$ cat src/core/dot_clock_params.svh
`ifndef DOT_CLOCK_PARAMS_SVH
`define DOT_CLOCK_PARAMS_SVH

// Fixed upper twelve bits of the direct mode command, D15 down to D4.
`define DCS_CMD_PREFIX     12'hB0F
`define DCS_CMD_TAIL       2'h0
`define DCS_CMD_BITS       16
`define DCS_CODE_SET       2'h3
`define DCS_CODE_CLEAR     2'h0

// Clock period and settle interval around horizontal sync, in nanoseconds.
`define DCS_CLK_NS         50
`define DCS_PERIOD_A_FAST_NS 200
`define DCS_PERIOD_A_SLOW_NS 500
`define DCS_PERIOD_A_FAST_CYC ((`DCS_PERIOD_A_FAST_NS + `DCS_CLK_NS - 1) / `DCS_CLK_NS)
`define DCS_PERIOD_A_SLOW_CYC ((`DCS_PERIOD_A_SLOW_NS + `DCS_CLK_NS - 1) / `DCS_CLK_NS)

// Dot clocks delivered after the settle interval, by horizontal size.
`define DCS_TAIL_SINGLE    4
`define DCS_TAIL_DOUBLE    8

`endif

$ cat src/core/dot_clock_pkg.sv
package dot_clock_pkg;

  typedef enum logic {
    REQ_RAW,
    REQ_MODE
  } req_kind_t;

  typedef struct packed {
    req_kind_t   kind;
    logic [1:0]  code;
    logic [15:0] word;
  } cmd_req_t;

  typedef enum logic [2:0] {
    CLK_OFF,
    CLK_RUN,
    CLK_FALL_WAIT,
    CLK_TAIL,
    CLK_HALT,
    CLK_RISE_WAIT
  } clk_state_t;

  typedef enum logic [1:0] {
    SH_IDLE,
    SH_SHIFT,
    SH_END
  } sh_state_t;

endpackage

$ cat src/core/serial_cmd_shifter.sv
`timescale 1ns/1ps
`default_nettype none
`include "dot_clock_params.svh"

module serial_cmd_shifter
  import dot_clock_pkg::*;
(
  // Clock and reset
  input  wire logic        clk,
  input  wire logic        rst,
  // Word to send
  input  wire logic        start,
  input  wire logic [15:0] word,
  output logic             done,
  // Serial pins
  output logic             ser_clk,
  output logic             ser_data,
  output logic             ser_cs_n
);

  sh_state_t   st_q, st_d;
  logic [15:0] sh_q, sh_d;
  logic [3:0]  cnt_q, cnt_d;
  logic        ph_q, ph_d;
  logic        sclk_q, sclk_d;
  logic        data_q, data_d;
  logic        cs_n_q, cs_n_d;
  logic        done_q, done_d;

  // Bits leave least significant first; the device samples on the rising serial clock.
  always_comb begin
    st_d   = st_q;
    sh_d   = sh_q;
    cnt_d  = cnt_q;
    ph_d   = ph_q;
    sclk_d = sclk_q;
    data_d = data_q;
    cs_n_d = cs_n_q;
    done_d = 1'b0;
    case (st_q)
      SH_IDLE: begin
        sclk_d = 1'b1;
        cs_n_d = 1'b1;
        if (start) begin
          sh_d   = word;
          cnt_d  = 4'h0;
          ph_d   = 1'b0;
          cs_n_d = 1'b0;
          st_d   = SH_SHIFT;
        end
      end
      SH_SHIFT: begin
        ph_d = ~ph_q;
        if (!ph_q) begin
          sclk_d = 1'b0;
          data_d = sh_q[0];
        end else begin
          sclk_d = 1'b1;
          sh_d   = {1'b0, sh_q[15:1]};
          cnt_d  = cnt_q + 4'h1;
          if (cnt_q == 4'(`DCS_CMD_BITS - 1)) begin
            st_d = SH_END;
          end
        end
      end
      SH_END: begin
        cs_n_d = 1'b1;
        done_d = 1'b1;
        st_d   = SH_IDLE;
      end
      default: st_d = SH_IDLE;
    endcase
  end

  always_ff @(posedge clk or posedge rst) begin
    if (rst) begin
      st_q   <= SH_IDLE;
      sh_q   <= 16'h0000;
      cnt_q  <= 4'h0;
      ph_q   <= 1'b0;
      sclk_q <= 1'b1;
      data_q <= 1'b0;
      cs_n_q <= 1'b1;
      done_q <= 1'b0;
    end else begin
      st_q   <= st_d;
      sh_q   <= sh_d;
      cnt_q  <= cnt_d;
      ph_q   <= ph_d;
      sclk_q <= sclk_d;
      data_q <= data_d;
      cs_n_q <= cs_n_d;
      done_q <= done_d;
    end
  end

  assign done     = done_q;
  assign ser_clk  = sclk_q;
  assign ser_data = data_q;
  assign ser_cs_n = cs_n_q;
endmodule
`default_nettype wire

$ cat src/core/dot_clock_source_control.sv
`timescale 1ns/1ps
`default_nettype none
`include "dot_clock_params.svh"

// Behaviour
// RL1: Direct mode changes only by command, NTSC.
// RL2: Mode word is prefix, two-bit code, zeros.
// RL3: Code 11 enters direct subcarrier mode.
// RL4: Code 00 returns to normal oscillation.
// RL5: Never send codes 01 or 10.
// RL6: Direct mode clocks solely from subcarrier.
// RL7: Otherwise device runs normal oscillation.
// RL8: Crystal oscillation off before direct mode.
// RL9: Video standard must be NTSC too.
// RL10: Direct mode colours exclude green.
// RL11: External dot clock halted during sync.
// RL12: After sync fall, delay plus clocks, stop.
// RL13: Extra clocks: four single, eight double.
// RL14: Delay about 200 or 500 ns.
// RL15: Clock still halted at sync rise.
// RL16: Resume only after delay past rise.
// RL17: Dot clock phase fixed to sync.
// RL18: Memory writes wait for clock restart.
module dot_clock_source_control
  import dot_clock_pkg::*;
(
  // Clock and reset
  input  wire logic     clk,
  input  wire logic     rst,
  // Command requests
  input  wire logic     req_valid,
  input  wire cmd_req_t req,
  output logic          req_ready,
  output logic          cmd_done,
  output logic          cmd_refused,
  // Settings known to the user
  input  wire logic     std_ntsc,
  input  wire logic     osc_off,
  input  wire logic     ext_clk_en,
  input  wire logic     slow_variant,
  input  wire logic     char_double,
  // Device pins
  input  wire logic     hsync_n_pin,
  output logic          dot_clk_pin,
  output logic          ser_clk_pin,
  output logic          ser_data_pin,
  output logic          ser_cs_n_pin,
  // Status
  output logic          direct_mode,
  output logic          green_allowed
);

  function automatic logic [3:0] period_a(input logic slow);
    period_a = slow ? 4'(`DCS_PERIOD_A_SLOW_CYC) : 4'(`DCS_PERIOD_A_FAST_CYC);
  endfunction

  function automatic logic [3:0] tail_len(input logic dbl);
    tail_len = dbl ? 4'(`DCS_TAIL_DOUBLE) : 4'(`DCS_TAIL_SINGLE);
  endfunction

  // Command group.
  logic        busy_q, busy_d;
  logic        ready_q, ready_d;
  logic        start_q, start_d;
  logic [15:0] word_q, word_d;
  logic        pend_mode_q, pend_mode_d;
  logic [1:0]  pend_code_q, pend_code_d;
  logic        done_q, done_d;
  logic        refused_q, refused_d;
  logic        direct_q, direct_d;
  logic        green_q, green_d;
  logic        sh_done;
  logic        take;
  logic        code_ok;

  assign take    = req_valid && ready_q;
  assign code_ok = (req.code == `DCS_CODE_SET) || (req.code == `DCS_CODE_CLEAR); // RL5

  always_comb begin
    busy_d      = busy_q;
    start_d     = 1'b0;
    word_d      = word_q;
    pend_mode_d = pend_mode_q;
    pend_code_d = pend_code_q;
    done_d      = 1'b0;
    refused_d   = 1'b0;
    direct_d    = direct_q;
    if (take) begin
      if (req.kind == REQ_MODE) begin
        // A set also needs the oscillator off; both directions need NTSC selected.
        if (!code_ok || !std_ntsc || (req.code == `DCS_CODE_SET && !osc_off)) begin // RL1 RL8 RL9
          refused_d = 1'b1;
        end else begin
          word_d      = {`DCS_CMD_PREFIX, req.code, `DCS_CMD_TAIL}; // RL2
          pend_mode_d = 1'b1;
          pend_code_d = req.code;
          start_d     = 1'b1;
          busy_d      = 1'b1;
        end
      end else begin
        word_d      = req.word;
        pend_mode_d = 1'b0;
        start_d     = 1'b1;
        busy_d      = 1'b1;
      end
    end
    if (sh_done) begin
      busy_d = 1'b0;
      done_d = 1'b1;
      if (pend_mode_q) begin
        direct_d = (pend_code_q == `DCS_CODE_SET); // RL3 RL4 RL6 RL7
      end
    end
    ready_d = !busy_d && !refused_d;
    green_d = !direct_d; // RL10
  end

  always_ff @(posedge clk or posedge rst) begin
    if (rst) begin
      busy_q      <= 1'b0;
      ready_q     <= 1'b0;
      start_q     <= 1'b0;
      word_q      <= 16'h0000;
      pend_mode_q <= 1'b0;
      pend_code_q <= 2'h0;
      done_q      <= 1'b0;
      refused_q   <= 1'b0;
      direct_q    <= 1'b0;
      green_q     <= 1'b1;
    end else begin
      busy_q      <= busy_d;
      ready_q     <= ready_d;
      start_q     <= start_d;
      word_q      <= word_d;
      pend_mode_q <= pend_mode_d;
      pend_code_q <= pend_code_d;
      done_q      <= done_d;
      refused_q   <= refused_d;
      direct_q    <= direct_d;
      green_q     <= green_d;
    end
  end

  serial_cmd_shifter u_shifter (
    .clk      (clk),
    .rst      (rst),
    .start    (start_q),
    .word     (word_q),
    .done     (sh_done),
    .ser_clk  (ser_clk_pin),
    .ser_data (ser_data_pin),
    .ser_cs_n (ser_cs_n_pin)
  );

  // Sync pin capture; the third stage only serves the edge detector.
  logic hs_s1_q, hs_s2_q, hs_s3_q;
  logic hs_fall, hs_rise;

  always_ff @(posedge clk or posedge rst) begin
    if (rst) begin
      hs_s1_q <= 1'b1;
      hs_s2_q <= 1'b1;
      hs_s3_q <= 1'b1;
    end else begin
      hs_s1_q <= hsync_n_pin;
      hs_s2_q <= hs_s1_q;
      hs_s3_q <= hs_s2_q;
    end
  end

  assign hs_fall = hs_s3_q && !hs_s2_q;
  assign hs_rise = !hs_s3_q && hs_s2_q;

  // Dot clock group: half the system clock, gated around each sync pulse.
  clk_state_t st_q, st_d;
  logic [3:0] cnt_q, cnt_d;
  logic       dclk_q, dclk_d;
  logic [3:0] tail_seen_q, tail_seen_d;

  always_comb begin
    st_d        = st_q;
    cnt_d       = cnt_q;
    dclk_d      = 1'b0;
    tail_seen_d = 4'h0;
    case (st_q)
      CLK_OFF: begin
        // Starting from a halt keeps the first edge tied to a sync rise.
        if (ext_clk_en) begin
          st_d = CLK_HALT;
        end
      end
      CLK_RUN: begin
        dclk_d = ~dclk_q;
        if (hs_fall) begin
          cnt_d = period_a(slow_variant) - 4'h1; // RL14
          st_d  = CLK_FALL_WAIT;
        end
      end
      CLK_FALL_WAIT: begin
        dclk_d = ~dclk_q;
        cnt_d  = cnt_q - 4'h1;
        if (cnt_q == 4'h0) begin
          st_d = CLK_TAIL;
        end
      end
      CLK_TAIL: begin
        // Counting rising edges keeps the tail exact whatever phase the clock entered with.
        dclk_d      = ~dclk_q;
        tail_seen_d = tail_seen_q + (dclk_q ? 4'h0 : 4'h1);
        if (dclk_q && tail_seen_q == tail_len(char_double)) begin // RL13
          dclk_d = 1'b0; // RL12
          st_d   = CLK_HALT;
        end
      end
      CLK_HALT: begin
        if (hs_rise) begin // RL11 RL15
          cnt_d = period_a(slow_variant) - 4'h1;
          st_d  = CLK_RISE_WAIT;
        end
      end
      CLK_RISE_WAIT: begin
        cnt_d = cnt_q - 4'h1;
        if (cnt_q == 4'h0) begin
          st_d = CLK_RUN; // RL16 RL17 RL18
        end
      end
      default: st_d = CLK_OFF;
    endcase
    if (!ext_clk_en) begin
      st_d   = CLK_OFF;
      dclk_d = 1'b0;
    end
  end

  always_ff @(posedge clk or posedge rst) begin
    if (rst) begin
      st_q        <= CLK_OFF;
      cnt_q       <= 4'h0;
      dclk_q      <= 1'b0;
      tail_seen_q <= 4'h0;
    end else begin
      st_q        <= st_d;
      cnt_q       <= cnt_d;
      dclk_q      <= dclk_d;
      tail_seen_q <= tail_seen_d;
    end
  end

  assign req_ready     = ready_q;
  assign cmd_done      = done_q;
  assign cmd_refused   = refused_q;
  assign direct_mode   = direct_q;
  assign green_allowed = green_q;
  assign dot_clk_pin   = dclk_q;

  // Rises made while settling and in the tail, counted apart from the tail counter.
  logic [4:0] fall_rises_q, fall_rises_d;

  always_comb begin
    fall_rises_d = fall_rises_q;
    if (st_q == CLK_RUN) begin
      fall_rises_d = 5'h00;
    end else if ((st_q == CLK_FALL_WAIT || st_q == CLK_TAIL) && dclk_d && !dclk_q) begin
      fall_rises_d = fall_rises_q + 5'h01;
    end
  end

  always_ff @(posedge clk or posedge rst) begin
    if (rst) begin
      fall_rises_q <= 5'h00;
    end else begin
      fall_rises_q <= fall_rises_d;
    end
  end
endmodule
`default_nettype wire

$ cat config.mk
export PLATFORM = sky130hd
export DESIGN_NAME = dot_clock_source_control
export DESIGN_NICKNAME = d
export VERILOG_FILES = /design/src/core/dot_clock_pkg.sv /design/src/core/serial_cmd_shifter.sv /design/src/core/dot_clock_source_control.sv
export VERILOG_INCLUDE_DIRS = /design/src /design/src/core
export SDC_FILE = /design/constraint.sdc
export NUM_CORES = 1
export LEC_CHECK = 0
export BUFFER_PORTS_ARGS = -buffer_cell sky130_fd_sc_hd__buf_4
export CORE_UTILIZATION = 57
export DETAILED_ROUTE_END_ITERATION = 12
export HOLD_SLACK_MARGIN = 0.08
export PLACE_DENSITY = 0.8
export SYNTH_ARGS = -nofsm -noshare
export SYNTH_HDL_FRONTEND = slang
export SYNTH_SLANG_ARGS = --single-unit
$ cat constraint.sdc
create_clock -name clk -period 2.66 [get_ports clk]
set_clock_uncertainty 0.15 [all_clocks]
set_input_delay 0.532 -clock clk [delete_from_list [all_inputs] [get_ports clk]]
set_output_delay 0.532 -clock clk [all_outputs]
set_load 0.05 [all_outputs]
==> reports/results.txt <==
outcome -> completed
predominant post-synthesis flop cell -> dfrtp_1
Flop pwr share -> 45.9%
WP data required -> 2770 ps
crit-path max cell delay -> 510 ps
worst setup margin -> 514 ps
fillers -> 394
Sw Ratio -> 26.3%
VDD IR max -> 0.384 mV
Layout area overhead -> 18.7%
DP Area -> 0.00334 mm2
mapped cell area -> 0.00301 mm2
fin crit share -> 80.7%
final WL -> 5.62 mm
CORE AREA -> 0.00511 mm2
vias per inst -> 5.59
initial antenna violation count -> 0
Synth warnings -> 0
top cells by count, synth -> 62 x dfrtp_1, 30 x o21ai_0, 28 x nand2_1
NumNets Final -> 340
Mapped Cells -> 270
Tmin final -> 2150 ps
most frequent cell after synthesis -> dfrtp_1
port bufs -> 36
Synth area leader -> dfrtp_1
GRT Util Overall -> 22.9%
DP HPWL -> 3.71 mm
CTS Buffer Depth -> 2
DR WL/cell -> 14.7 um
Setup WS pre-CTS -> 513 ps
share of the synthesized area in the top cell type -> 51.5%
Worst Setup End Kind -> flop
CTS tree -> built
clock sinks -> 68
RSZ-0062 raised after global routing -> false
Root Driver -> clkbuf_8
routed via count -> 2,137
Pwr Density -> 714 mW/mm2
Max Slew Vio Count -> 0
Clk pwr share -> 38.5%
Die Wd -> 74.7 um
Setup TNS -> 0 ps
post-route ant nets -> 0
Hold Path Class -> in2async
leak pwr -> 1.68 nW
Post-synth EDFFs -> 0
die outline area -> 0.00558 mm2
number of synthesized register bits -> 68
Buf+Inv Stages, Crit Path -> 0
cell family contributing the most delay on the critical path -> simple AND/OR/NAND/NOR gates
Max-Cap Viols -> 0
starting density of the core -> 59.0%
Avg Cell Area, Syn -> 11.2 um2
DR pass1 iterations -> 4
CP max FO -> 10
Seq. cell area -> 0.00171 mm2
Multi-input gate area -> 0.00118 mm2
fmax -> 0.466 GHz
WP data arrival -> 2250 ps
io pins -> 37
number of global-route vias before repair -> 2,027
Fin. Hold Viols -> 0
post-synth cell types -> 46
GPL Wtd Cong -> 0.731
layout cell share with drive strength beyond 1 -> 23.1%
global-route wire length before repair -> 9.29 mm
Post-Route Hold Slack -> 96.9 ps
# diodes -> 0
max_slew headroom -> 57.9%
GRT Residual Overflow -> 0
largest net degree at the start of global routing -> 69
H-tree levels -> 3
Finished Cell Area -> 0.00357 mm2
slowest stage cell on the critical path -> dfrtp_1
syn_nets -> 303
sequential share of the synthesized area -> 56.8%
Finish-stage setup viols -> 0
asr flop ratio synth -> 100%
total CTS buffers -> 9
initial drt markers -> 114
Int Power -> 1.88 mW
combinational share of power -> 15.6%
crit-path cells -> nor2b_1, a21o_4, mux2i_1, ha_1, or4_1, o211ai_1
R2R setup slack -> 510 ps
post-CTS sizing -> 0
worst-margin pin slew -> 631 ps
row cnt -> 26
CP Class -> reg2reg
P_sw -> 0.672 mW
Reg clk slew, reported paths -> 70 ps
setup bufs post-CTS -> 0
hold_buf cts -> 0
Setup crit start kind -> flop
DRC -> 0
chip height -> 74.7 um
worst skew pair latency -> 340 ps
ranking of synthesized cells by area -> dfrtp_1 52%, mux2i_1 6.3%, dfstp_2 5.2%
power by group through the flow:
stage / registers, mW / logic, mW / clock network (mW)
global placement: 1.18 / 0.388 / 0
CTS: 1.17 / 0.402 / 0.998
finish: 1.17 / 0.398 / 0.982
global route: 1.18 / 0.444 / 1.04
detailed placement: 1.19 / 0.401 / 0
floorplan: 1.15 / 0.347 / 0
worst reg2reg max path, delay by kind of cell (launching register included):
| kind | cells | cell delay (ps) |
|---|---|---|
| and+or+nand+nor | 2 | 710 |
| DFF | 1 | 510 |
| AOI/OAI and AO/OA | 2 | 370 |
| adders and majority gates | 1 | 210 |
| muxes | 1 | 120 |
metal layers:
layer  vias to the layer above  routed length [um]  track usage [%]  part of all wire, %
met4                         0                  88             10.5                  1.6
met2                        41                2740             35.1                   49
met5                         -                   0                0                    0
li1                       1021                   -                -                    -
met1                      1065                2610             31.0                   47
met3                        10                 172             5.76                  3.1
area by class of cell:
class	instances	share of cell area, %
sequential	68	47.8
multi-input combinational	175	33.1
timing repair buffer	39	8.54
clock buffer	12	4.62
tap	70	2.45
clock inverter	4	1.96
inverter	14	1.47
layout by cell type, fill, tap and decap left out, types with 2 or more instances in the layout:
| cell | n |
|---|---|
| nor3b_1 | 3 |
| o21ai_0 | 30 |
| nor3_1 | 4 |
| clkbuf_8 | 12 |
| a31oi_1 | 2 |
| bufinv_16 | 2 |
| xor2_1 | 2 |
| o211ai_1 | 2 |
| and3b_1 | 2 |
| nor2_1 | 15 |
| a21o_1 | 4 |
| o22a_1 | 8 |
| a22o_1 | 8 |
| dfrtp_1 | 62 |
| mux2i_1 | 19 |
| a21oi_1 | 10 |
| and3_1 | 2 |
| dfstp_2 | 6 |
| inv_1 | 12 |
| buf_4 | 38 |
| nand2_1 | 28 |
| nand3_1 | 3 |
| nor2b_1 | 4 |
| ha_1 | 5 |
| nand2b_1 | 3 |
| clkinv_2 | 2 |
| mux2_2 | 4 |
per-stage QoR:
| step | utilization, % | instances | power, mW |
|---|---|---|---|
| finish | 70.0 | 382 | 2.55 |
| global placement | 65.4 | 366 | 1.57 |
| detailed placement | 65.4 | 366 | 1.59 |
| floorplan | - | 270 | 1.50 |
| global route | 70.0 | 382 | 2.67 |
| CTS | 70.0 | 382 | 2.57 |
worst paths after layout:
check                             from                  to  cells after the start
min in group clk           hsync_n_pin             hs_s1_q                      1
max in group asynchronous          rst       green_allowed                      3
max reg2reg                    st_q[2]            cnt_q[2]                      6
min reg2reg                    hs_s1_q             hs_s2_q                      0
min                                rst  u_shifter.cnt_q[3]                      3
max                            st_q[2]            cnt_q[2]                      6
registers in the layout, summed over array words and instances, names as in the netlist, 2 cells and up:
register,flops
cnt_q,4
u_shifter.st_q,2
word_q,16
tail_seen_q,4
u_shifter.cnt_q,4
u_shifter.sh_q,16
st_q,3
pend_code_q,2
kinds of logic after synthesis:
logic type,synth area share (%)
compound gates,16.7
mux,7.81
xor+xnor,0.873
fa+ha+maj,2.08
simple gates,11.8
flops,56.8
buf+inv,3.95
No activity file was read; power rests on OpenSTA's default activity.
